==> config.mk <==
export PLATFORM = sky130hd
export DESIGN_NAME = vis_source_flat
export DESIGN_NICKNAME = d
export VERILOG_FILES = /design/src/shared/vis_pkg.sv /design/src/shared/vis_link_if.sv /design/src/rtl/vis_source.sv /design/src/flat_wrapper.sv
export SDC_FILE = /design/constraint.sdc
export NUM_CORES = 1
export LEC_CHECK = 0
export ABC_CLOCK_PERIOD_IN_PS = 4500
export BUFFER_PORTS_ARGS = -buffer_cell sky130_fd_sc_hd__buf_2
export CORE_UTILIZATION = 61
export DETAILED_ROUTE_END_ITERATION = 7
export GPL_TIMING_DRIVEN = 1
export MAX_ROUTING_LAYER = met4
export PLACE_DENSITY = 0.91
export SLEW_MARGIN = 10
export SYNTH_ARGS = -nofsm -noshare
export SYNTH_HDL_FRONTEND = slang
export SYNTH_SLANG_ARGS = --single-unit
==> constraint.sdc <==
create_clock -name ref_clk -period 4.5 [get_ports ref_clk]
set_clock_uncertainty 0.2 [all_clocks]
set_input_delay 0 -clock ref_clk [delete_from_list [all_inputs] [get_ports ref_clk]]
set_output_delay 0 -clock ref_clk [all_outputs]
set_load 0.01 [all_outputs]
==> src/shared/vis_pkg.sv <==
// Package of message codes and timing counts for the voltage increase sequencer
package vis_pkg;

    // ==================================================================
    // Clock
    localparam int CLK_PERIOD_NS = 40;

    // ==================================================================
    // Message codes carried on the link
    typedef enum logic [2:0] {
        MSG_NONE     = 3'h0,
        MSG_ACCEPT   = 3'h1,
        MSG_GOODCRC  = 3'h2,
        MSG_PS_RDY   = 3'h3
    } vis_msg_type;

    // ==================================================================
    // Timing, in microseconds as the defaults, and derived cycle counts
    localparam int SINK_TRANSITION_WAIT_US = 20;
    localparam int SOURCE_READY_TIME_US    = 100;
    localparam int SINK_STANDBY_TIME_US    = 10;
    localparam int SUPPLY_TRANSITION_US    = 200;
    // Least time rounds up
    localparam int SINK_TRANSITION_WAIT_CYC =
        (SINK_TRANSITION_WAIT_US * 1000 + CLK_PERIOD_NS - 1) / CLK_PERIOD_NS;
    // Longest times round down
    localparam int SOURCE_READY_TIME_CYC =
        (SOURCE_READY_TIME_US * 1000) / CLK_PERIOD_NS;
    localparam int SINK_STANDBY_TIME_CYC =
        (SINK_STANDBY_TIME_US * 1000) / CLK_PERIOD_NS;
    localparam int SUPPLY_TRANSITION_CYC =
        (SUPPLY_TRANSITION_US * 1000) / CLK_PERIOD_NS;

    localparam int TIMER_WIDTH = 16;

endpackage

==> src/shared/vis_link_if.sv <==
// Interface joining the source end and the sink end of the sequencer
`timescale 1ns/10ps
interface vis_link_if;
    import vis_pkg::*;
    // Source to sink message strobe
    logic        src_msg_valid;
    vis_msg_type src_msg;
    // Sink to source message strobe
    logic        snk_msg_valid;
    vis_msg_type snk_msg;

    modport source (
        output src_msg_valid,
        output src_msg,
        input  snk_msg_valid,
        input  snk_msg
    );
    modport sink (
        input  src_msg_valid,
        input  src_msg,
        output snk_msg_valid,
        output snk_msg
    );
endinterface

==> src/rtl/vis_source.sv <==
// Source end: accept, wait, raise supply, announce ready
//
// Operation
// - Sink starts transition timer on Accept
// - Sink acknowledges Accept before evaluating it
// - Source waits transition interval after GoodCRC
// - Sink reaches standby power before interval ends
// - After interval, command supply to raise voltage
// - Supply ready within source-ready time, reported
// - Send PS_RDY only after supply ready
// - Sink acknowledges PS_RDY, permits new level
// - Sink resumes new level after evaluation
// - Sink load return respects transient limits (load ramp left to the device policy)
`timescale 1ns/10ps
module vis_source
    import vis_pkg::*;
(
    // Clock and reset
    input  wire logic ref_clk,
    input  wire logic rst,
    // Link
    vis_link_if.source link,
    // Policy side
    input  wire logic start,
    output logic      busy,
    output logic      done,
    output logic      ready_timeout,
    // Supply side
    output logic      supply_raise,
    input  wire logic supply_ready
);

    typedef enum logic [5:0] {
        ST_IDLE    = 6'h01,
        ST_ACCEPT  = 6'h02,
        ST_WAIT    = 6'h04,
        ST_RAISE   = 6'h08,
        ST_PSRDY   = 6'h10,
        ST_ACK     = 6'h20
    } vis_src_state_type;

    // ==================================================================
    // Counter end points
    localparam logic [TIMER_WIDTH-1:0] WAIT_LAST  =
        TIMER_WIDTH'(SINK_TRANSITION_WAIT_CYC - 1);
    localparam logic [TIMER_WIDTH-1:0] READY_LAST =
        TIMER_WIDTH'(SOURCE_READY_TIME_CYC - 1);

    // ==================================================================
    // State
    vis_src_state_type        state_reg, state_next;
    logic [TIMER_WIDTH-1:0]   cnt_reg, cnt_next;
    logic                     valid_reg, valid_next;
    vis_msg_type              msg_reg, msg_next;
    logic                     raise_reg, raise_next;
    logic                     done_reg, done_next;
    logic                     tout_reg, tout_next;

    // ==================================================================
    // Events
    logic                     goodcrc_in;
    logic                     launch;
    logic                     acked;
    logic                     wait_over;
    logic                     ready_seen;
    logic                     ready_end;
    logic                     ps_acked;

    assign goodcrc_in = link.snk_msg_valid && (link.snk_msg == MSG_GOODCRC);
    // Start is taken in idle only; a start held while busy is refused
    assign launch     = (state_reg == ST_IDLE) && start;
    // The interval counts from the acknowledgement, not from the send
    assign acked      = (state_reg == ST_ACCEPT) && goodcrc_in;
    assign wait_over  = (state_reg == ST_WAIT) && (cnt_reg == WAIT_LAST);
    assign ready_seen = (state_reg == ST_RAISE) && supply_ready;
    assign ready_end  = (state_reg == ST_RAISE) && (cnt_reg == READY_LAST);
    assign ps_acked   = (state_reg == ST_ACK) && goodcrc_in;

    // ==================================================================
    // Sequence
    always_comb begin
        state_next = state_reg;
        case (state_reg)
            ST_IDLE: begin
                if (launch) begin
                    state_next = ST_ACCEPT;
                end
            end
            ST_ACCEPT: begin
                if (acked) begin
                    state_next = ST_WAIT;
                end
            end
            ST_WAIT: begin
                if (wait_over) begin
                    state_next = ST_RAISE;
                end
            end
            ST_RAISE: begin
                // PS_RDY is never sent before the supply reports ready
                if (ready_seen) begin
                    state_next = ST_PSRDY;
                end
            end
            ST_PSRDY: begin
                state_next = ST_ACK;
            end
            ST_ACK: begin
                if (ps_acked) begin
                    state_next = ST_IDLE;
                end
            end
            default: begin
                state_next = ST_IDLE;
            end
        endcase
    end

    always_ff @(posedge ref_clk) begin
        if (rst) begin
            state_reg <= ST_IDLE;
        end else begin
            state_reg <= state_next;
        end
    end

    // ==================================================================
    // Interval and ready counter
    always_comb begin
        cnt_next = cnt_reg;
        if (acked || wait_over) begin
            cnt_next = '0;
        end else if (state_reg == ST_WAIT) begin
            cnt_next = cnt_reg + 1'h1;
        end else if ((state_reg == ST_RAISE) && !ready_end) begin
            cnt_next = cnt_reg + 1'h1;
        end
    end

    always_ff @(posedge ref_clk) begin
        if (rst) begin
            cnt_reg <= '0;
        end else begin
            cnt_reg <= cnt_next;
        end
    end

    // ==================================================================
    // Link messages
    // One-cycle strobes; the code keeps its last value between them
    always_comb begin
        valid_next = 1'h0;
        msg_next   = msg_reg;
        if (launch) begin
            valid_next = 1'h1;
            msg_next   = MSG_ACCEPT;
        end else if (ready_seen) begin
            valid_next = 1'h1;
            msg_next   = MSG_PS_RDY;
        end
    end

    always_ff @(posedge ref_clk) begin
        if (rst) begin
            valid_reg <= 1'h0;
            msg_reg   <= MSG_NONE;
        end else begin
            valid_reg <= valid_next;
            msg_reg   <= msg_next;
        end
    end

    // ==================================================================
    // Supply command and status
    // Raise is held until reset, so the supply never sees a drop mid-run
    always_comb begin
        raise_next = raise_reg;
        done_next  = ps_acked;
        tout_next  = tout_reg;
        if (wait_over) begin
            raise_next = 1'h1;
        end
        // A late supply is only flagged; the sequence still waits for it
        if (launch) begin
            tout_next = 1'h0;
        end else if (ready_end && !supply_ready) begin
            tout_next = 1'h1;
        end
    end

    always_ff @(posedge ref_clk) begin
        if (rst) begin
            raise_reg <= 1'h0;
            done_reg  <= 1'h0;
            tout_reg  <= 1'h0;
        end else begin
            raise_reg <= raise_next;
            done_reg  <= done_next;
            tout_reg  <= tout_next;
        end
    end

    // ==================================================================
    // Outputs
    assign link.src_msg_valid = valid_reg;
    assign link.src_msg       = msg_reg;
    assign supply_raise       = raise_reg;
    // Busy is a handshake output, decoded straight from the state register
    assign busy               = (state_reg != ST_IDLE);
    assign done               = done_reg;
    assign ready_timeout      = tout_reg;

endmodule

==> src/flat_wrapper.sv <==
// flat-port wrapper written by rule: the top's interface ports become plain ports
module vis_source_flat import vis_pkg::*;
  (ref_clk, rst, start, busy, done, ready_timeout, supply_raise, supply_ready, link_src_msg_valid, link_src_msg, link_snk_msg_valid, link_snk_msg);
  vis_link_if link_i ();
  input  wire logic ref_clk;
  input  wire logic rst;
  input  wire logic start;
  output logic busy;
  output logic done;
  output logic ready_timeout;
  output logic supply_raise;
  input  wire logic supply_ready;
  output wire logic [$bits(link_i.src_msg_valid)-1:0] link_src_msg_valid;
  output wire logic [$bits(link_i.src_msg)-1:0] link_src_msg;
  input wire logic [$bits(link_i.snk_msg_valid)-1:0] link_snk_msg_valid;
  input wire logic [$bits(link_i.snk_msg)-1:0] link_snk_msg;
  assign link_src_msg_valid = link_i.src_msg_valid;
  assign link_src_msg = link_i.src_msg;
  assign link_i.snk_msg_valid = link_snk_msg_valid;
  assign link_i.snk_msg = link_snk_msg;
  vis_source u_core (.ref_clk(ref_clk), .rst(rst), .link(link_i), .start(start), .busy(busy), .done(done), .ready_timeout(ready_timeout), .supply_raise(supply_raise), .supply_ready(supply_ready));
endmodule
### After elaboration in Yosys (flattened, before gate mapping)

Index checks and enable logic that the tools add are counted.

| word-level totals | value |
|---|---|
| register bits | 28 |
| output and inout bits | 8 |

| cells by class | value |
|---|---|
| multiplexer cells | 12 |
| reductions and logical operators | 17 |
| $add $sub $neg | 1 |
| equality and inequality tests | 15 |

Operators with widths:

| operator | count |
|---|---|
| $pmux 6 s6 | 1 |
| $mux 16 | 2 |
| $mux 6 | 5 |
| $add 16x1->16 const B | 1 |
| $eq 16x12->1 const B | 1 |
| $eq 16x9->1 const B | 1 |
| $ne 2x1->1 const B | 5 |
| $logic_and 1x1->1 | 9 |
| $eq 6x1->1 const B | 1 |
| $eq 6x2->1 const B | 1 |
| $eq 6x3->1 const B | 1 |
| $eq 6x4->1 const B | 1 |
| $eq 6x5->1 const B | 1 |
| $eq 6x6->1 const B | 1 |
| $ne 6x1->1 const B | 1 |
| $reduce_and 5->1 | 1 |
| $mux 1 | 4 |
| $reduce_bool 2->1 | 2 |
| $reduce_or 2->1 | 2 |
| $eq 3x2->1 const B | 1 |
| $logic_not 1->1 | 2 |
| $logic_or 1x1->1 | 1 |

### Logic depth before layout (Yosys ltp)

Gate-level depths: netlist of run 1.

| logic depth | value |
|---|---|
| depth after elaboration | 6 |
| gate-level depth with buffers | 8 |
| mapped depth without buffers | 6 |

### Worst setup path before layout of run 1

OpenSTA, ideal clock, no wires.

| timing | value |
|---|---|
| path type | register -> register |
| start point | reg u_core.cnt_reg[0] |
| end point | reg u_core.cnt_reg[1] |
| period minus slack after synthesis | 2366 ps |
| cell stages (with the launch flop) | 9 |
| slack | 2134 ps |
| arrival time | 2038 ps |
| cell sequence | dfxtp_1 ha_1 nor4b_1 nand4_1 a21oi_2 clkbuf_1 clkbuf_1 mux2i_1 nor2_1 |

| on the way | value |
|---|---|
| cells in the longest elaborated chain, start to end | 5 |

RTL lines:

| element | RTL line | RTL |
|---|---|---|
| from (decl) | vis_source.sv:52 | `logic [TIMER_WIDTH-1:0] cnt_reg, cnt_next;` |
| from (signal assigned) | vis_source.sv:144 | `cnt_reg <= cnt_next;` |
| branches (longest 5 deep; another with $add 16x1->16) | n/a |  |

Parallel ways; which one is timed is not known. The select of a mux whose other input is x is not followed.
A chain may end at the register's enable or synchronous reset.

### Worst setup path in the final report of run 1

| timing | value |
|---|---|
| start point | reg u_core.state_reg[1] |
| end point | reg u_core.msg_reg[0], in the netlist u_core.link.src_msg[0] |

| on the way | value |
|---|---|
| cells in the longest elaborated chain, start to end | 3 |

RTL lines:

| element | RTL line | RTL |
|---|---|---|
| from (decl) | vis_source.sv:51 | `vis_src_state_type state_reg, state_next;` |
| from (signal assigned) | vis_source.sv:123 | `state_reg <= state_next;` |
| $eq 6x1->1 / $eq 6x4->1 (equally long branches) | vis_source.sv:71, vis_source.sv:75 |  |
| $logic_and 1x1->1 (on tied branches) | vis_source.sv:71, vis_source.sv:75 |  |
| $mux 1 / $reduce_bool 2->1 (equally long branches) | n/a |  |
| to (signal assigned) | vis_source.sv:169 | `msg_reg <= msg_next;` |
| to (decl) | vis_source.sv:54 | `vis_msg_type msg_reg, msg_next;` |

Parallel ways exist; a longest one is shown, timed or not.

==> metrics.yaml, run 1 <==
hold_viol: 0
crit_fanout: 9
r2r_start: "u_core.state_reg[1]$_SDFFE_PP0P_"
finalSetupTns_ns: 0
synth_top_area_cell: "dfxtp_1"
path_class: "flip-flop to flip-flop"
fp.dieW_um: 50.5
place_inst: 201
wirelength_mm: 3.19
p_seq_frac: 0.551
synth_cells: 167
place.gp.congestion: 0.887
maxCapViolations: 0
finalNonFillerCells: 212
outcome: "completed"
hp-class: "flip-flop to flip-flop"
slew_headroom: 0.308
clockBufferDepth: 2
die_y_um: 50.5
min_to: "u_core.link.src_msg[0]$_SDFFE_PP0P_"
fp.coreArea_um2: 2210
yosysWarnings: 0
period_needed_ns: 2.98
fmaxAchievable_mhz: 335
ys_ff_latch: 28
drt_iter0_markers: 53
syn_to_final_growth_pct: 12.5
vdd_drop_max_v: 0.000220
num_rows: 17
io_pins: 16
timing.hold.ws_ns: 0.258
critPathLaunchType: "flip-flop"
p_sw_frac: 0.219
reg2regPathDepth: 6
dieArea_um2: 2550
cp.required_ns: 4.57
tightest_slew_ns: 1.04
clk_latency_ns: 0.33
setup_viol_count_final: 0
yosys-top-cells-area: "dfxtp_1 39%, a21oi_1 7.0%, or3_1 4.8%"
firstDrtPassIters: 4
grt.total_usage: 0.280
drive_gt1_frac: 0.130
cts_buffers: 3
post_cts_resized: 0
cts_tree: "done"
antenna_cells: 0
power.leakage_nw: 0.551
cp.arrival_ns: 3.06
fill_cells: 180
async_flop_share: 0
fin_util: 0.729
post-place-ws_ns: 1.77
r2r_end: "u_core.link.src_msg[0]$_SDFFE_PP0P_"
netlist_top_cells_count: "28 x dfxtp_1, 20 x a21oi_1, 13 x o21ai_0"
cts_root_buffer: "clkbuf_4"
power.switching_mw: 0.102
viasPerCell: 6.46
antenna_found_initial: 0
netlist_area_um2: 1430
initial_core_util: 0.648
synth_top_area_frac: 0.391
numPortBuffers: 14
combPwrFrac: 0.101
fin_crit_sh: 0.663
powerDensity_nw_per_um2: 289
final_nets: 194
largest_reg_flops: 16
synth_edf_count: 0
post_drt_wl_per_cell_um: 15.0
clk_pin_slew_ns: 0.14
dp_hpwl_mm: 2.25
clkPwrFrac: 0.348
vias: 1369
slew_viol_final: 0
cts_setup_buffers: 0
syn_nets: 176
grt_max_degree: 31
worst_slack_ns: 1.52
grt_overflow: 0
intPower_mw: 0.364
ant_nets: 0
synth_most_common_cell: "dfxtp_1"
yosysUniqueCellTypes: 41
hp-start: "u_core.link.src_msg[0]$_SDFFE_PP0P_"
cts_htree_levels: 1
min_path_cells: 2
cts_num_sinks: 28
grt_pass1_wl_mm: 5.32
rsz0062_at_grt: "false"
r2r_setup_slack_ns: 1.52
avgSynthCellArea_um2: 8.59
ys_seq_area_frac: 0.391
setup.worst_path.end_class: "flip-flop"
drcViolationCount: 0
grt_pass1_vias: 1251
synthFlopType: "dfxtp_1"
## metrics by stage
step / power (mW) / instance area, um2
6_report: 0.466 / 1610
5_1_grt: 0.483 / 1610
4_1_cts: 0.468 / 1610
3_5_place_dp: 0.303 / 1490
3_3_place_gp: 0.300 / 1490
2_1_floorplan: 0.291 / 1430
## metal layers
layer | track usage | wire length [um] | vias up
met5 | - | 0 | -
met4 | 0.106 | 56 | 0
met3 | 0.0455 | 150 | 7
met2 | 0.480 | 1620 | 50
met1 | 0.327 | 1360 | 648
li1 | - | - | 664
## how the worst max path moves through the flow
stage / startpoint / cells past startpoint / slack [ns] / to
final: u_core.state_reg[1]$_SDFFE_PP0P_ / 6 / 1.52 / u_core.link.src_msg[0]$_SDFFE_PP0P_
after global routing: u_core.cnt_reg[0]$_SDFFE_PP0P_ / 6 / 1.37 / u_core.cnt_reg[3]$_SDFFE_PP0P_
after floorplan: u_core.cnt_reg[0]$_SDFFE_PP0P_ / 8 / 2.13 / u_core.cnt_reg[1]$_SDFFE_PP0P_
after detailed placement: u_core.cnt_reg[0]$_SDFFE_PP0P_ / 6 / 1.77 / u_core.cnt_reg[11]$_SDFFE_PP0P_
after global placement: u_core.state_reg[5]$_SDFFE_PP0P_ / 5 / 1.98 / u_core.cnt_reg[12]$_SDFFE_PP0P_
after CTS: u_core.state_reg[1]$_SDFFE_PP0P_ / 6 / 1.52 / u_core.link.src_msg[0]$_SDFFE_PP0P_
## power groups by stage
stage | combinational, mW | clock (mW) | sequential [mW]
final | 0.0472 | 0.162 | 0.257
after global routing | 0.0506 | 0.175 | 0.257
after CTS | 0.0463 | 0.165 | 0.256
after detailed placement | 0.0413 | 0 | 0.262
after global placement | 0.0390 | 0 | 0.261
after floorplan | 0.0303 | 0 | 0.260
## kinds of logic (layout without fill, tap and decap cells)
logic type,count (synthesis),count (layout),synth area share
buf+inv,13,30,0.0471
compound gates,45,45,0.182
flops,28,28,0.391
mux,1,1,0.00698
xor+xnor,3,3,0.0183
other cells,1,1,0.00262
simple gates,75,75,0.343
fa+ha+maj,1,1,0.00872
## repair_timing
item / 4_1_cts / 5_1_grt
endpoints found under the setup margin: 0 / 0
hold endpoints to repair: 12 / 0
hold buffers: 7 / 0
## layout make-up
cell class | instances | area [um2] | share of cell area
well taps | 28 | 35.0 | 0.0217
flip-flops and latches | 28 | 561 | 0.348
clock inverters | 1 | 30.0 | 0.0186
clock buffers | 3 | 22.5 | 0.0140
multi-input cells | 126 | 806 | 0.500
inverters | 5 | 18.8 | 0.0116
repair buffers | 21 | 140 | 0.0869
## worst max-delay path, stage by stage, from the launching register on
cell and delay (ns):
dfxtp_1 0.42, or4b_1 0.61, or3_1 0.38, nor4_2 0.51
a21oi_1 0.07, dlygate4sd3_1 0.60, a21oi_1 0.15
## placed cells by master (no fill, tap or decap), types with 2 or more instances in the layout
master         instances
nand2_1               10
nor4_1                 2
or2b_1                 2
nor4bb_1               4
buf_2                 14
nor4b_1                3
a21oi_1               20
and4_1                 4
nor2_1                 7
dfxtp_1               28
xor2_1                 2
clkbuf_4               3
nor3_1                 5
inv_1                  5
o21ai_0               13
or4_1                  4
dlygate4sd3_1          7
or3_1                 11
and2_1                 2
nand3_1                7
nand4_1                6
o31ai_1                5
Power figures use the tool's default switching activity.
==> run 2, diff against run 1 <==
Settings changed: ABC_CLOCK_PERIOD_IN_PS 4500 to 2750, CORE_UTILIZATION 61 to 57, PLACE_DENSITY 0.91 to 0.86.
Clock period 4.5 ns to 2.75 ns, I/O delays scaled along.
==> metrics.yaml, run 2 (synthesis gave the netlist of run 1 again) <==
outcome: "completed"  # unchanged
cp.required_ns: 2.80  # was 4.57 ns
largest_reg_flops: 16  # unchanged
fp.dieW_um: 52.2  # was 50.5 um
cts_root_buffer: "clkbuf_4"  # unchanged
clk_pin_slew_ns: 0.15  # was 0.14 ns
grt.total_usage: 0.261  # was 0.280
wirelength_mm: 3.14  # was 3.19 mm
timing.hold.ws_ns: 0.268  # was 0.258 ns
period_needed_ns: 2.57  # was 2.98 ns
initial_core_util: 0.624  # was 0.648
hp-class: "flip-flop to flip-flop"  # unchanged
critPathLaunchType: "flip-flop"  # unchanged
cp_slowest_stage_delay_ns: 0.60  # was 0.61 ns
cts_tree: "done"  # unchanged
powerDensity_nw_per_um2: 430  # was 289 nW/um2
placed_area_um2: 1520  # was 1490 um2
fp.coreArea_um2: 2300  # was 2210 um2
vdd_drop_max_v: 0.000434  # was 0.000220 V
dieArea_um2: 2720  # was 2550 um2
fin_crit_sh: 0.935  # was 0.663
crit_slowest_cell: "or4_4"  # was or4b_1
firstDrtPassIters: 4  # unchanged
tightest_slew_ns: 0.640  # was 1.04 ns
postLayoutCellArea_um2: 1620  # was 1610 um2
ant_nets: 0  # unchanged
syn_to_final_growth_pct: 12.7  # was 12.5%
path_class: "flip-flop to flip-flop"  # unchanged
final_cell_mix: "28 x dfxtp_1, 20 x a21oi_1, 14 x buf_2"  # unchanged
antenna_cells: 0  # unchanged
grt_overflow: 0  # unchanged
setup_viol_count_final: 0  # unchanged
grt_max_degree: 31  # unchanged
slew_headroom: 0.572  # was 0.308
fill_cells: 198  # was 180
crit_fanout: 30  # was 9
slew_viol_final: 0  # unchanged
grt_pass1_wl_mm: 5.21  # was 5.32 mm
numPortBuffers: 14  # unchanged
die_y_um: 52.2  # was 50.5 um
vias: 1357  # was 1369
crit_chain: "or4_4 -> nor3b_4 -> a21oi_2 -> buf_4 -> or4_1 -> a21oi_1"  # was or4b_1 -> or3_1 -> nor4_2 -> a21oi_1 -> dlygate4sd3_1 -> a21oi_1
fmaxAchievable_mhz: 389  # was 335 MHz
grt_pass1_vias: 1205  # was 1251
cp.arrival_ns: 2.62  # was 3.06 ns
post_drt_wl_per_cell_um: 14.6  # was 15.0 um
drcViolationCount: 0  # unchanged
num_rows: 17  # unchanged
p_total_mw: 0.696  # was 0.466 mW
power.leakage_nw: 0.561  # was 0.551 nW
setup.worst_path.end_class: "flip-flop"  # unchanged
antenna_found_initial: 0  # unchanged
cts_htree_levels: 1  # unchanged
final_nets: 197  # was 194
cts_num_sinks: 28  # unchanged
maxCapViolations: 0  # unchanged
viasPerCell: 6.31  # was 6.46
drt_iter0_markers: 32  # was 53
cts_buffers: 3  # unchanged
rsz0062_at_grt: "false"  # unchanged
hold_viol: 0  # unchanged
layout_commonest_cell: "dfxtp_1"  # unchanged
clockBufferDepth: 2  # unchanged
io_pins: 16  # unchanged
drive_gt1_frac: 0.150  # was 0.130
clk_latency_ns: 0.32  # was 0.33 ns
finalSetupTns_ns: 0  # unchanged
dp_hpwl_mm: 2.21  # was 2.25 mm
place.gp.congestion: 0.878  # was 0.887
-- run 2: cell types whose count changed in the layout (fill, tap and decap cells not counted), sizes merged --
cell         delta
dlygate4sd3     -1
bufinv          -1
clkbuf          +1
buf             +4
-- run 2: what timing repair did --
action	CTS	global route
buffers inserted	0	0
hold endpoints to repair	12	0
hold buffers	6	0
endpoints found under the setup margin	0	0
gates resized for setup	0	0
-- run 2: path summary, 6_finish.rpt --
check                                       from                                   to  slack, ns  cells after the start
max             u_core.state_reg[5]$_SDFFE_PP0P_       u_core.cnt_reg[5]$_SDFFE_PP0P_       0.18                      6
min          u_core.link.src_msg[0]$_SDFFE_PP0P_  u_core.link.src_msg[0]$_SDFFE_PP0P_       0.27                      2
max reg2reg     u_core.state_reg[5]$_SDFFE_PP0P_       u_core.cnt_reg[5]$_SDFFE_PP0P_       0.18                      6
min reg2reg  u_core.link.src_msg[0]$_SDFFE_PP0P_  u_core.link.src_msg[0]$_SDFFE_PP0P_       0.27                      2
-- run 2: report_power, final --
part / leakage (nW) / switching, mW / internal, mW
clock network: 0.0210 / 0.119 / 0.0810
logic: 0.314 / 0.0434 / 0.0346
registers: 0.226 / 0.00443 / 0.413
-- run 2: final cells by class --
class | count | area, um2 | share of cell area
multi-input cells | 126 | 806 | 0.498
repair buffers | 24 | 160 | 0.0991
flip-flops and latches | 28 | 561 | 0.347
clock buffers | 4 | 36.3 | 0.0224
inverters | 5 | 18.8 | 0.0116
well taps | 28 | 35.0 | 0.0217
-- run 2: stage by stage --
step,setup slack [ns],util,cells
2_1_floorplan,0.384,-,167
3_3_place_gp,0.314,0.662,205
3_5_place_dp,0.245,0.662,205
4_1_cts,0.203,0.704,215
5_1_grt,0.0730,0.704,215
6_report,0.180,0.704,215
-- run 2: critical path: cells and delay by family, from the launching register on --
family	cells	cell delay (ns)
DFF	1	0.42
and+or+nand+nor	3	1.43
buffers and inverters	1	0.22
AOI/OAI and AO/OA	2	0.23
-- run 2: layer usage --
layer / track usage / wire, um / share of wire
met1: 0.339 / 1460 / 0.47
met2: 0.406 / 1460 / 0.46
met3: 0.0439 / 166 / 0.053
met4: 0.0965 / 52 / 0.017
met5: - / 0 / 0
